$ cat src/design/dvsc_pkg.sv
// Package of constants and carrier types for the DP-to-VGA sink control block
package dvsc_pkg;
   // Register offsets on the sink register port
   localparam logic [19:0] DVSC_OFF_CAP = 20'h0000C;
   localparam logic [19:0] DVSC_OFF_SPEED = 20'h00109;
   localparam logic [19:0] DVSC_OFF_SINK_CNT = 20'h00200;
   localparam logic [19:0] DVSC_OFF_SVC_IRQ = 20'h00201;
   localparam logic [19:0] DVSC_OFF_PORT_STAT = 20'h00204;
   localparam logic [19:0] DVSC_OFF_LANE_ALIGN = 20'h00204;
   // One-hot speed codes
   localparam logic [7:0] DVSC_SPD_1K = 8'h01;
   localparam logic [7:0] DVSC_SPD_3K = 8'h02;
   localparam logic [7:0] DVSC_SPD_10K = 8'h04;
   localparam logic [7:0] DVSC_SPD_100K = 8'h08;
   localparam logic [7:0] DVSC_SPD_50K = 8'h80;
   // Capability byte: 1, 3, 10, 100 kbit/s plus 50 kbit/s
   localparam logic [7:0] DVSC_CAP_RESET = 8'h8F;
   // Bit of the status byte at 00204h that flags a port status change
   localparam int DVSC_PORT_CHG_BIT = 6;
   // Clock rate and times
   localparam int DVSC_CLK_HZ = 50_000_000;
   localparam int DVSC_INIT_US = 100;
   localparam int DVSC_INIT_CYC = DVSC_INIT_US * (DVSC_CLK_HZ / 1_000_000);
   localparam int DVSC_IRQ_US = 1;
   localparam int DVSC_IRQ_CYC = DVSC_IRQ_US * (DVSC_CLK_HZ / 1_000_000);
   // Half-bit divider counts for each DDC rate
   localparam int DVSC_HB_1K = DVSC_CLK_HZ / 2_000;
   localparam int DVSC_HB_3K = DVSC_CLK_HZ / 6_000;
   localparam int DVSC_HB_10K = DVSC_CLK_HZ / 20_000;
   localparam int DVSC_HB_50K = DVSC_CLK_HZ / 100_000;
   localparam int DVSC_HB_100K = DVSC_CLK_HZ / 200_000;

   typedef enum logic [3:0] {
      DVSC_ST_INIT = 4'b0001,
      DVSC_ST_SETUP = 4'b0010,
      DVSC_ST_RUN = 4'b0100,
      DVSC_ST_IRQ = 4'b1000
   } dvsc_state_e;

   // DDC request from the AUX side
   typedef struct packed {
      logic valid;
      logic rd;
      logic [6:0] addr;
      logic [7:0] wdata;
      logic stop;
   } dvsc_ddc_req_s;

   // Reply to the AUX side
   typedef struct packed {
      logic valid;
      logic defer;
      logic ack;
      logic [7:0] rdata;
   } dvsc_ddc_rsp_s;

   // Register port
   typedef struct packed {
      logic rd;
      logic wr;
      logic [19:0] addr;
      logic [7:0] wdata;
   } dvsc_reg_req_s;

   // Video pixel and sync
   typedef struct packed {
      logic hsync;
      logic vsync;
      logic de;
      logic [7:0] red;
      logic [7:0] grn;
      logic [7:0] blu;
   } dvsc_video_s;
endpackage

$ cat src/design/dvsc_ddc_master.sv
// Byte-level I2C master for the DDC bus with a programmable bit rate
`timescale 1ns/1ps
module dvsc_ddc_master
   import dvsc_pkg::*;
(
   // Clock and reset
   input wire logic core_clk_i,
   input wire logic rst_i,
   // Half-bit period in cycles
   input wire logic [15:0] half_bit_i,
   // Request: start, address, one byte, optional stop
   input wire logic go_i,
   input wire logic rd_i,
   input wire logic [6:0] addr_i,
   input wire logic [7:0] wdata_i,
   input wire logic stop_i,
   output logic busy_o,
   output logic done_o,
   output logic ack_o,
   output logic [7:0] rdata_o,
   // Open-drain DDC pins
   input wire logic scl_i,
   input wire logic sda_i,
   output logic scl_oe_o,
   output logic sda_oe_o
);
   typedef struct packed {
      logic [15:0] div;
      logic [5:0] ph;
      logic busy;
      logic done;
      logic ack;
      logic rd;
      logic stop;
      logic [17:0] sh;
      logic [7:0] rdata;
      logic scl_oe;
      logic sda_oe;
   } dvsc_mst_s;

   dvsc_mst_s q, d;

   // Phases: 0 start, then 18 bits (addr+rw+ack, data+ack) x 2 halves,
   // then stop. Each phase lasts one half bit.
   always_comb
   begin
      logic tick;
      logic [4:0] bit_ix;
      tick = 1'b0;
      bit_ix = 5'h00;
      d = q;
      d.done = 1'b0;
      if (!q.busy)
      begin
         if (go_i)
         begin
            d.busy = 1'b1;
            d.ph = 6'h00;
            d.div = 16'h0000;
            d.rd = rd_i;
            d.stop = stop_i;
            d.sh = {addr_i, rd_i, 1'b1, rd_i ? 8'hFF : wdata_i, 1'b1};
            d.sda_oe = 1'b1;
         end
      end
      else
      begin
         tick = (q.div >= half_bit_i - 16'h0001);
         d.div = tick ? 16'h0000 : q.div + 16'h0001;
         if (tick)
         begin
            d.ph = q.ph + 6'h01;
            bit_ix = q.ph[5:1];
            if (q.ph == 6'h00)
            begin
               // First address bit goes out with the first clock fall
               d.scl_oe = 1'b1;
               d.sda_oe = ~q.sh[17];
            end
            else if (q.ph <= 6'h24)
            begin
               if (q.ph[0])
               begin
                  // Rising clock phase: sample the line
                  d.scl_oe = 1'b0;
                  if (bit_ix == 5'h08)
                     d.ack = ~sda_i;
                  else if (bit_ix >= 5'h09 && bit_ix <= 5'h10)
                     d.rdata = {q.rdata[6:0], sda_i};
                  else if (bit_ix == 5'h11 && !q.rd)
                     d.ack = q.ack & ~sda_i;
               end
               else
               begin
                  // Falling clock phase: present next bit
                  d.scl_oe = 1'b1;
                  d.sda_oe = (q.ph == 6'h24) ? 1'b1 :
                             ~q.sh[17 - bit_ix];
                  if (q.rd && bit_ix == 5'h10 && !q.stop)
                     d.sda_oe = 1'b1;
               end
            end
            else if (q.ph == 6'h25)
            begin
               d.scl_oe = ~q.stop;
               d.sda_oe = q.stop ? 1'b1 : 1'b0;
            end
            else
            begin
               d.sda_oe = 1'b0;
               d.busy = 1'b0;
               d.done = 1'b1;
               if (!q.stop)
                  d.scl_oe = 1'b1;
            end
         end
      end
   end

   always_ff @(posedge core_clk_i)
   begin
      if (rst_i)
         q <= '0;
      else
         q <= d;
   end

   assign busy_o = q.busy;
   assign done_o = q.done;
   assign ack_o = q.ack;
   assign rdata_o = q.rdata;
   assign scl_oe_o = q.scl_oe;
   assign sda_oe_o = q.sda_oe;
endmodule // dvsc_ddc_master

$ cat src/design/dvsc_top.sv
// DP-to-VGA sink control: DDC speed, I2C-over-AUX bridge, HPD, blanking
//
// Summary of operation
// - Read-only capability byte marks each DDC bit rate the bridge supports.
// - Source reads capability, writes speed byte; DDC rate follows it.
// - Before any speed write, strap picks 50 or 10 kbit/s.
// - Reading the speed byte returns the one-hot rate in use.
// - Written speed byte masks capability; slowest remaining rate is used.
// - Empty masked result leaves the previous rate unchanged.
// - Bits 0..3 are 1,3,10,100k; 4,5 unsupported; 6 reserved; 7 is 50k.
// - Defer replies answer the source while a DDC transfer runs.
// - Load sense enabled only in vertical blanking, never in line retrace.
// - On connect, update sink status bytes; HPD IRQ after the first.
// - HPD policy taken from strap sampled after initialisation.
// - Strap low: HPD high after init, monitor or not.
// - Strap low: HPD low in init, write sink count, then raise HPD.
// - Strap low: each connect change updates count, sets changed bit, IRQ.
// - Strap high: HPD low until a monitor is detected.
// - Strap high: HPD low whenever the monitor disconnects.
// - Each I2C-over-AUX request becomes a DDC transaction; reply has data.
// - Monitor identification data passes through unchanged, uncached.
// - Incoming video timing is never checked, only passed out.
// - Block outputs RGB with horizontal and vertical sync.
// - Until link is up, syncs low and colours blanked.
// - During init, HPD low, colours disabled, syncs low.
// - Reset and initialisation sequence run on their own from power-on; here reset comes only from rst_i, then init runs alone.
`timescale 1ns/1ps
module dvsc_top
   import dvsc_pkg::*;
#(
   parameter int INIT_CYC = DVSC_INIT_CYC
)
(
   // Clock and reset
   input wire logic core_clk_i,
   input wire logic rst_i,
   // Straps
   input wire logic hpd_policy_strap_i,
   input wire logic secondary_config_strap_i,
   input wire logic ddc_speed_strap_i,
   // Sink register port
   input wire dvsc_pkg::dvsc_reg_req_s reg_req_i,
   output dvsc_pkg::dvsc_reg_req_s reg_echo_o,
   output logic [7:0] reg_rdata_o,
   output logic reg_rvalid_o,
   // I2C-over-AUX request and reply
   input wire dvsc_pkg::dvsc_ddc_req_s ddc_req_i,
   output dvsc_pkg::dvsc_ddc_rsp_s ddc_rsp_o,
   // DDC open-drain pins
   input wire logic ddc_scl_i,
   input wire logic ddc_sda_i,
   output logic ddc_scl_oe_o,
   output logic ddc_sda_oe_o,
   // Video in from link receiver and out to converters
   input wire logic link_up_i,
   input wire dvsc_pkg::dvsc_video_s vid_i,
   output dvsc_pkg::dvsc_video_s vid_o,
   output logic dac_en_o,
   // Load sense and HPD
   input wire logic monitor_present_i,
   output logic sense_en_o,
   output logic hpd_o
);
   import dvsc_pkg::*;

   typedef struct packed {
      dvsc_state_e st;
      logic [31:0] cnt;
      logic policy;
      logic [7:0] speed;
      logic [7:0] sink_cnt;
      logic [7:0] svc_irq;
      logic [7:0] port_stat;
      logic mon;
      logic hpd;
      logic [7:0] rdata;
      logic rvalid;
      dvsc_reg_req_s echo;
      dvsc_ddc_rsp_s rsp;
      logic pend;
      logic ready;
      dvsc_video_s vid;
      logic dac_en;
      logic sense_en;
   } dvsc_top_s;

   dvsc_top_s q, d;

   logic m_busy;
   logic m_done;
   logic m_ack;
   logic [7:0] m_rdata;
   logic m_scl_oe;
   logic m_sda_oe;
   logic [15:0] half_bit;
   logic go;

   ////////////////////////////////////////////////////////////////////////
   // Slowest speed out of a mask: lowest set bit among 0..2, else 50k (bit 7), else 100k (bit 3)
   function automatic logic [7:0] dvsc_slowest(input logic [7:0] m);
      logic [7:0] r;
      r = 8'h00;
      if (m[0])
         r = DVSC_SPD_1K;
      else if (m[1])
         r = DVSC_SPD_3K;
      else if (m[2])
         r = DVSC_SPD_10K;
      else if (m[7])
         r = DVSC_SPD_50K;
      else if (m[3])
         r = DVSC_SPD_100K;
      return r;
   endfunction

   always_comb
   begin
      unique case (1'b1)
         q.speed[0]: half_bit = 16'(DVSC_HB_1K);
         q.speed[1]: half_bit = 16'(DVSC_HB_3K);
         q.speed[2]: half_bit = 16'(DVSC_HB_10K);
         q.speed[7]: half_bit = 16'(DVSC_HB_50K);
         default: half_bit = 16'(DVSC_HB_100K);
      endcase
   end

   ////////////////////////////////////////////////////////////////////////
   always_comb
   begin
      logic [7:0] masked;
      logic mon_now;
      masked = 8'h00;
      mon_now = 1'b0;
      d = q;
      d.rvalid = 1'b0;
      d.echo = reg_req_i;
      d.rsp = '0;
      go = 1'b0;

      // Register port
      if (reg_req_i.rd)
      begin
         d.rvalid = 1'b1;
         unique case (reg_req_i.addr)
            DVSC_OFF_CAP: d.rdata = DVSC_CAP_RESET;
            DVSC_OFF_SPEED: d.rdata = q.speed;
            DVSC_OFF_SINK_CNT: d.rdata = q.sink_cnt;
            DVSC_OFF_SVC_IRQ: d.rdata = q.svc_irq;
            DVSC_OFF_PORT_STAT: d.rdata = q.port_stat;
            default: d.rdata = 8'h00;
         endcase
      end
      if (reg_req_i.wr && reg_req_i.addr == DVSC_OFF_SPEED)
      begin
         masked = reg_req_i.wdata & DVSC_CAP_RESET;
         if (masked != 8'h00)
            d.speed = dvsc_slowest(masked);
         // Otherwise the rate in use stays
      end

      // I2C-over-AUX bridge, identification data passed raw
      // Done is a one-cycle pulse: keep it so a slow retry still finds it
      if (m_done)
         d.ready = 1'b1;
      if (ddc_req_i.valid)
      begin
         d.rsp.valid = 1'b1;
         d.rsp.defer = 1'b1;
         if (q.pend && q.ready)
         begin
            d.rsp.defer = 1'b0;
            d.rsp.ack = m_ack;
            d.rsp.rdata = m_rdata;
            d.pend = 1'b0;
            d.ready = 1'b0;
         end
         else if (!q.pend && !m_busy)
         begin
            go = 1'b1;
            d.pend = 1'b1;
         end
      end

      // Load sense only in vertical blanking, not line retrace
      d.sense_en = q.st != DVSC_ST_INIT && vid_i.vsync
         && ~vid_i.hsync;
      mon_now = q.mon;
      if (q.sense_en)
         mon_now = monitor_present_i;

      // Video: passed untouched once up blanked otherwise
      if (q.st != DVSC_ST_INIT && link_up_i)
      begin
         d.vid = vid_i;
         d.dac_en = 1'b1;
      end
      else
      begin
         d.vid = '0;
         d.dac_en = 1'b0;
      end

      unique case (q.st)
         DVSC_ST_INIT:
         begin
            d.hpd = 1'b0;
            d.cnt = q.cnt + 32'h1;
            if (q.cnt >= 32'(INIT_CYC) - 32'h1)
            begin
               d.policy = hpd_policy_strap_i;
               d.st = DVSC_ST_SETUP;
               d.speed = ddc_speed_strap_i ? DVSC_SPD_50K
                                           : DVSC_SPD_10K;
            end
         end
         DVSC_ST_SETUP:
         begin
            d.mon = monitor_present_i;
            d.sink_cnt = {7'h00, monitor_present_i};
            d.port_stat[0] = monitor_present_i;
            d.st = DVSC_ST_RUN;
         end
         DVSC_ST_RUN:
         begin
            d.hpd = q.policy ? q.mon : 1'b1;
            d.mon = mon_now;
            if (mon_now != q.mon)
            begin
               d.sink_cnt = {7'h00, mon_now};
               d.port_stat[0] = mon_now;
               d.port_stat[DVSC_PORT_CHG_BIT] = 1'b1;
               if (!q.policy)
               begin
                  d.st = DVSC_ST_IRQ;
                  d.cnt = 32'h0;
               end
               else
                  d.hpd = mon_now;
            end
         end
         DVSC_ST_IRQ:
         begin
            // Short low pulse on HPD after status update
            d.hpd = 1'b0;
            d.cnt = q.cnt + 32'h1;
            if (q.cnt >= 32'(DVSC_IRQ_CYC) - 32'h1)
            begin
               d.hpd = 1'b1;
               d.st = DVSC_ST_RUN;
            end
         end
         default: d.st = DVSC_ST_INIT;
      endcase
   end

   always_ff @(posedge core_clk_i)
   begin
      if (rst_i)
      begin
         q <= '0;
         q.st <= DVSC_ST_INIT;
      end
      else
         q <= d;
   end

   ////////////////////////////////////////////////////////////////////////
   dvsc_ddc_master u_mst (
      .core_clk_i(core_clk_i),
      .rst_i(rst_i),
      .half_bit_i(half_bit),
      .go_i(go),
      .rd_i(ddc_req_i.rd),
      .addr_i(ddc_req_i.addr),
      .wdata_i(ddc_req_i.wdata),
      .stop_i(ddc_req_i.stop),
      .busy_o(m_busy),
      .done_o(m_done),
      .ack_o(m_ack),
      .rdata_o(m_rdata),
      .scl_i(ddc_scl_i),
      .sda_i(ddc_sda_i),
      .scl_oe_o(m_scl_oe),
      .sda_oe_o(m_sda_oe)
   );

   assign reg_echo_o = q.echo;
   assign reg_rdata_o = q.rdata;
   assign reg_rvalid_o = q.rvalid;
   assign ddc_rsp_o = q.rsp;
   assign ddc_scl_oe_o = m_scl_oe;
   assign ddc_sda_oe_o = m_sda_oe;
   assign vid_o = q.vid;
   assign dac_en_o = q.dac_en;
   assign sense_en_o = q.sense_en;
   assign hpd_o = q.hpd;

   ////////////////////////////////////////////////////////////////////////
   AST_INIT_HPD_LOW: assert property (@(posedge core_clk_i)
      disable iff (rst_i) q.st == DVSC_ST_INIT |=> !hpd_o && vid_o == '0)
      else $error("hpd or video active in init");
   AST_CAP_READ: assert property (@(posedge core_clk_i)
      disable iff (rst_i) reg_req_i.rd && reg_req_i.addr == DVSC_OFF_CAP
      |=> reg_rdata_o == DVSC_CAP_RESET)
      else $error("capability read wrong");
   AST_SPEED_MASK: assert property (@(posedge core_clk_i)
      disable iff (rst_i) q.st != DVSC_ST_INIT && reg_req_i.wr
      && reg_req_i.addr == DVSC_OFF_SPEED && reg_req_i.wdata == 8'hFF
      |=> q.speed == DVSC_SPD_1K)
      else $error("mask did not pick slowest");
   AST_SPEED_KEEP: assert property (@(posedge core_clk_i)
      disable iff (rst_i) q.st != DVSC_ST_INIT && reg_req_i.wr
      && reg_req_i.addr == DVSC_OFF_SPEED && reg_req_i.wdata == 8'h30
      |=> $stable(q.speed))
      else $error("empty mask changed speed");
   AST_STRAP_SPEED: assert property (@(posedge core_clk_i)
      disable iff (rst_i) q.st == DVSC_ST_INIT ##1 q.st == DVSC_ST_SETUP
      |-> q.speed == ($past(ddc_speed_strap_i) ? DVSC_SPD_50K
                                               : DVSC_SPD_10K))
      else $error("strap speed not applied");
   AST_DEFER_BUSY: assert property (@(posedge core_clk_i)
      disable iff (rst_i) ddc_req_i.valid && m_busy
      |=> ddc_rsp_o.valid && ddc_rsp_o.defer)
      else $error("no defer while busy");
   AST_POLICY_HIGH: assert property (@(posedge core_clk_i)
      disable iff (rst_i) q.st == DVSC_ST_RUN && q.policy && !q.mon
      |-> !hpd_o)
      else $error("hpd high without monitor");
   AST_POLICY_LOW: assert property (@(posedge core_clk_i)
      disable iff (rst_i) q.st == DVSC_ST_RUN && !q.policy
      && $past(q.st) == DVSC_ST_RUN |-> hpd_o)
      else $error("hpd low in run with low strap");
   AST_CHG_BIT: assert property (@(posedge core_clk_i)
      disable iff (rst_i) q.st == DVSC_ST_RUN && !q.policy && q.sense_en
      && monitor_present_i != q.mon
      |=> q.port_stat[DVSC_PORT_CHG_BIT] ##1 !hpd_o)
      else $error("change bit or irq missing");
   AST_BLANK: assert property (@(posedge core_clk_i)
      disable iff (rst_i) !link_up_i |=> vid_o == '0 && !dac_en_o)
      else $error("video not blanked");
   COV_IRQ: cover property (@(posedge core_clk_i) q.st == DVSC_ST_IRQ);
   COV_DONE: cover property (@(posedge core_clk_i) ddc_rsp_o.valid
      && !ddc_rsp_o.defer);
   COV_SPEED: cover property (@(posedge core_clk_i) q.speed == DVSC_SPD_3K);
endmodule // dvsc_top

$ cat config.mk
export PLATFORM = sky130hd
export DESIGN_NAME = dvsc_top
export DESIGN_NICKNAME = d
export VERILOG_FILES = /design/src/design/dvsc_pkg.sv /design/src/design/dvsc_ddc_master.sv /design/src/design/dvsc_top.sv
export SDC_FILE = /design/constraint.sdc
export NUM_CORES = 1
export LEC_CHECK = 0
export ABC_CLOCK_PERIOD_IN_PS = 4000
export BUFFER_PORTS_ARGS = -buffer_cell sky130_fd_sc_hd__clkbuf_2
export CAP_MARGIN = 15
export CORE_MARGIN = 5
export CORE_UTILIZATION = 35
export DETAILED_ROUTE_END_ITERATION = 6
export HOLD_SLACK_MARGIN = 0.03
export PLACE_DENSITY = 0.66
export SLEW_MARGIN = 20
export SYNTH_ARGS = -nofsm -noshare
export SYNTH_HDL_FRONTEND = slang
export SYNTH_SLANG_ARGS = --single-unit
$ cat constraint.sdc
create_clock -name core_clk_i -period 4 [get_ports core_clk_i]
set_input_delay 1.2 -clock core_clk_i [delete_from_list [all_inputs] [get_ports core_clk_i]]
set_output_delay 1.2 -clock core_clk_i [all_outputs]
set_load 0.05 [all_outputs]
**Yosys cells after proc, flatten, opt, wreduce, memory -nomap -nowiden**

Index checks and enable logic that the tools add are counted.

- Memories kept: 0
- Bits in registers: 193
- RAM bits: 0
- Latch bits: 0
- Memory bits (read-only): 0

- $mul: 0
- Add/sub/neg operators: 5
- Muxes and demuxes: 66
- Eq/ne operators: 23
- Divide/modulo/power cells: 0
- Order comparisons: 7
- Shift-type cells: 0
- Reductions and logical operators: 39
- Bitwise operators: 13

Operators with widths:

| operator | number |
|---|---|
| $mux W8 | 11 |
| $mux W36 | 2 |
| $pmux W32 S2 | 1 |
| $pmux W15 S4 | 1 |
| $mux W23 | 2 |
| $eq A20 B10 Y1 const B | 2 |
| $add A32 B1 Y32 const B | 1 |
| $ge A32 B13 Y1 const B | 1 |
| $ge A32 B6 Y1 const B | 1 |
| $lt A32 B6 Y1 const B | 1 |
| $pmux W8 S4 | 1 |
| $mux W1 | 30 |
| $eq A20 B4 Y1 const B | 1 |
| $eq A20 B9 Y1 const B | 1 |
| $add A16 B1 Y16 const B | 1 |
| $ge A16 B16 Y1 | 1 |
| $mux W16 | 1 |
| $pmux W4 S4 | 1 |
| $pmux W8 S2 | 1 |
| $sub A15 B1 Y16 const B | 1 |
| $reduce_and A7 Y1 | 2 |
| $mux W13 | 1 |
| $eq A6 B6 Y1 const B | 2 |
| $mux W4 | 3 |
| 37 further kinds | 83 |

**Logic depth before layout (Yosys ltp)**

- Depth after elaboration: 11
- Mapped depth: 11
- Depth with buffers taken out: 9

**Hierarchy**

Synthesis repeated with hierarchy kept, for this count alone.

- Cell total of the unflattened synthesis: 1012
- Area total of the unflattened synthesis: 8812.2 µm²

Modules (own cells, without submodules):

| module | area each (µm²) | cells each | instances | seq. area each (µm²) |
|---|---|---|---|---|
| dvsc_top | 5482.8 | 602 | 1 | 2582.5 |
| dvsc_ddc_master | 3329.4 | 410 | 1 | 1061.0 |

**Worst setup path after synthesis**

OpenSTA, ideal clock, no wires.

- Path kind: input -> register
- From: input reg_req_i[15] in the netlist's numbering
- To: register q[111] in the netlist's numbering
- Slack: 1399 ps
- Path buffers: 0
- Stages on the path: 6
- Data arrival time: 2486 ps
- Library setup time: 115 ps
- Cells stage by stage: nor4_1 -> nand4_1 -> nor3_2 -> o31ai_1 -> nor3b_1 -> and2_1

- Longest elaborated chain between the ends: 5

RTL lines:

| item | RTL line | RTL |
|---|---|---|
| start: declaration | dvsc_top.sv:42 | `input wire dvsc_pkg::dvsc_reg_req_s reg_req_i,` |
| $eq A20 B9 Y1 (*) | dvsc_top.sv:153 | `if (reg_req_i.wr && reg_req_i.addr == DVSC_OFF_SPEED)` |
| $logic_and A1 B1 Y1 (*) | dvsc_top.sv:153 |  |
| $mux W8 (*) | dvsc_top.sv:153 |  |
| $mux W8 | dvsc_top.sv:208 | `if (q.cnt >= 32'(INIT_CYC) - 32'h1)` |
| $mux W8 (*) | dvsc_top.sv:203 | `unique case (q.st)` |
| end: declaration | dvsc_top.sv:87 | `dvsc_top_s q, d;` |

Mark *: on every way between the ends. The rest lies on a longest branch, timed or not.
A chain may end at the register's enable or synchronous reset.

**Worst setup path in the final report**

- From: register q[108] in the netlist's numbering
- To: register u_mst.q[41] in the netlist's numbering

- Longest elaborated chain between the ends: 5

RTL lines:

| item | RTL line | RTL |
|---|---|---|
| $pmux W15 S4 | dvsc_top.sv:118 | `unique case (1'b1)` |
| $sub A15 B1 Y16 | dvsc_ddc_master.sv:68 | `tick = (q.div >= half_bit_i - 16'h0001);` |
| $ge A16 B16 Y1 | dvsc_ddc_master.sv:68 |  |
| $mux W16 | dvsc_ddc_master.sv:69 | `d.div = tick ? 16'h0000 : q.div + 16'h0001;` |
| $mux W23 | dvsc_ddc_master.sv:53 | `if (!q.busy)` |
| end signal: assignment | dvsc_ddc_master.sv:123 | `q <= '0;` |
| end signal: assignment | dvsc_ddc_master.sv:125 | `q <= d;` |
| end: declaration | dvsc_ddc_master.sv:41 | `dvsc_mst_s q, d;` |

No other way between the ends.

==> results.sh <==
export IMPL_synth_simple_area_share_pct=25.66
export IMPL_synth_top_cell_by_area="dfxtp_1"
export IMPL_synth_cell_types=76
export IMPL_syn_area_sq_um=8436
export IMPL_nNetsFinal=1105
export IMPL_yosysSeqAreaShare_pct=43.19
export IMPL_cp_top_family="compound AO/OA/AOI/OAI gates"
export IMPL_cts_hold_buf=0
export IMPL_drive_gt1_share_pct=22.33
export IMPL_cts_sinks=182
export IMPL_worstSkewPairLatency_ps=440
export IMPL_antenna_found_initial=0
export IMPL_routed_via_density=4.904
export IMPL_synth_compound_area_share_pct=10.96
export IMPL_cp_max_fo=23
export IMPL_relSlewSlack_pct=41.70
export IMPL_ant_nets=0
export IMPL_fin_util_pct=40.30
export IMPL_cp_end_kind="flop"
export IMPL_finalSetupTns_ps=0
export IMPL_drv_slew=0
export IMPL_rsz0062_at_grt="no"
export IMPL_crit_chain="nor2_1 -> nor3_1 -> nor2_1 -> ha_1 -> o21ai_0 -> o21a_1 -> o211ai_4 -> a21oi_2 -> a311o_1"
export IMPL_post_route_drc_count=0
export IMPL_cts_repair_resized=0
export IMPL_critical_path_most_common_cell="nor2_1"
export IMPL_path_class="reg2reg"
export IMPL_worstPathArrival_ps=3380
export IMPL_synth_xor_area_share_pct=3.842
export IMPL_synthArstFlopShare_pct=0
export IMPL_root_buffer="clkbuf_16"
export IMPL_finalCriticalPeriod_ps=3050
export IMPL_ys_ff_latch=182
export IMPL_grt_usage_pct=13.91
export IMPL_hold_depth=1
export IMPL_h_tree_depth=4
export IMPL_final_hold_viol_count=0
export IMPL_synth_top_cell_area_share_pct=43.19
export IMPL_postSynthCellCount=931
export IMPL_cts_buffer_depth=2
export IMPL_drt_wl_total_um=18840
export IMPL_synth_edf_count=0
export IMPL_grt_pass1_vias=6145
export IMPL_worst_pin_slew_ps=874.6
export IMPL_rows=56
export IMPL_grt_pass1_wl_um=30820
export IMPL_initial_core_util_pct=35.72
export IMPL_synth_flop_cell="dfxtp_1"
export IMPL_io_buffers=163
export IMPL_area_growth_pct=12.80
export IMPL_yosysWarnings=0
export IMPL_status="finished, final reports clean"
export IMPL_clk_pin_slew_ps=80
export IMPL_cp_num_cells=9
export IMPL_ir_drop_uv=259.4
export IMPL_routedWlPerCell_um=14.16
export IMPL_cp_start_kind="flop"
export IMPL_dr_first_iter_drc_count=349
export IMPL_slowest_delay_ps=580
export IMPL_muxShareOfSynthArea_pct=2.759
export IMPL_synth_area_per_cell_sq_um=9.061
export IMPL_setup_violations_final=0
export IMPL_syn_num_nets=1037
export IMPL_gr_total_overflow=0
export IMPL_finalCritPeriodShare_pct=76.25
export IMPL_numCtsBuffers=17
export IMPL_hp_class="reg2reg"
export IMPL_yosys_top_cells_area="dfxtp_1 (43%), buf_4 (6.9%), nor2_1 (3.6%), and2_1 (3.3%), ha_1 (3.3%)"
export IMPL_cp_slowest_cell="o211ai_4"
export IMPL_max_freq_mhz=327.9
export IMPL_grt_max_degree=84
export IMPL_synthTopCellsByCount="dfxtp_1 (182), nor2_1 (80), buf_4 (77)"
export IMPL_synth_most_common_cell="dfxtp_1"
export IMPL_cp_buffers_inverters=0
export IMPL_vias=6527
export IMPL_cts_tree="yes"
export IMPL_cts_setup_buffers=0
export IMPL_drt_first_pass_iters=5
export IMPL_crit_required_ps=4330
export IMPL_multi_input_area_sq_um=3925
export IMPL_design_die_area_sq_um=27310
export IMPL_core_sq_um=23610
export IMPL_power_density_nw_per_um2=404.1
export IMPL_power_leakage_nw=3.929
export IMPL_drv_cap=0
export IMPL_die_x_um=165.2
export IMPL_synth_fa_ha_area_share_pct=3.263
export IMPL_hpwlAfterDp_um=13960
export IMPL_pin_count=166
export IMPL_rr_worst_depth=9
export IMPL_seqCellArea_sq_um=3643
export IMPL_synth_top_family_by_area="simple AND/OR/NAND/NOR gates"
export IMPL_skew_ps=16.13
export IMPL_num_fill_cells=2387
export IMPL_dieHeight_um=165.2
export IMPL_diodes=0
export IMPL_routabilityCongestion=0.8229
[cell type report]
class                           instances  share of cell area (%)
Clock buffer                           18                   4.615
Clock inverter                         14                   1.893
Inverter                               20                  0.7890
Multi-Input combinational cell        610                   41.25
Sequential cell                       182                   38.29
Tap cell                              319                   4.195
Timing Repair Buffer                  168                   8.968
[flip-flops by register name (all words and copies together), names as in the netlist, 8 cells and up]
register and flops:
u_mst.rdata_o 8, vid_o 27, u_mst.q 40, reg_echo_o 29, reg_rdata_o 8, q 50
ddc_rsp_o 11
[worst paths after layout]
| kind | startpoint | slack [ps] | to |
|---|---|---|---|
| worst max-delay path | q[108] | 950 | u_mst.q[41] |
| worst min-delay path | u_mst.rdata_o[2] | 460 | ddc_rsp_o[2] |
| worst max register to register | q[108] | 950 | u_mst.q[41] |
| worst min register to register | u_mst.rdata_o[2] | 460 | ddc_rsp_o[2] |
[per-stage QoR]
step	setup slack, ps	hold slack, ps	total power, mW	area (sq um)	std cells
floorplan	1399	429.6	2.136	8436	931
global placement	816.9	440.1	2.210	8896	1299
detailed placement	798.1	441.6	2.213	8896	1299
CTS	913.4	459.9	3.903	9515	1331
global route	636.0	481.9	4.007	9515	1331
finish	950.1	459.5	3.845	9515	1331
[logic make-up (layout without fill, tap and decap cells)]
kind of cell,after synthesis,in the layout
xor+xnor,37,37
buf+inv,139,220
other cells,1,1
fa+ha+maj,22,22
simple gates,400,400
flops,182,182
mux,18,18
compound gates,132,132
[metal layers]
layer	wire, um	GRT usage, %	vias up
met2	8604	22.44	150
met4	259	4.310	0
met1	8953	18.73	3040
met3	1022	2.854	18
li1	-	-	3319
met5	0	0	-
[cell usage in the layout, fill, tap and decap left out, types with 6 or more instances in the layout]
cell       instances
and2_1            44
a22o_1             7
a21oi_1           41
clkbuf_16         17
or2_2              6
a31oi_1            8
and4_1             9
a221o_1            6
nor2b_1           37
nor4_1            12
clkbuf_2         162
nand2_1           64
nor3b_1            6
dfxtp_1          182
ha_1              22
o211ai_1           8
nor3_1            41
nand4_1           17
mux2i_1           12
nor2_1            80
nand3_1           38
clkinv_8           7
and3_1            16
inv_1             20
xnor2_1            9
o21ai_0           10
xor2_1            28
a211oi_1           9
[power breakdown]
| part | internal, mW | switching, mW | total, mW |
|---|---|---|---|
| logic | 0.0953 | 0.194 | 0.289 |
| registers | 1.85 | 0.0250 | 1.88 |
| clock network | 0.865 | 0.813 | 1.68 |
Power figures use the tool's default switching activity.
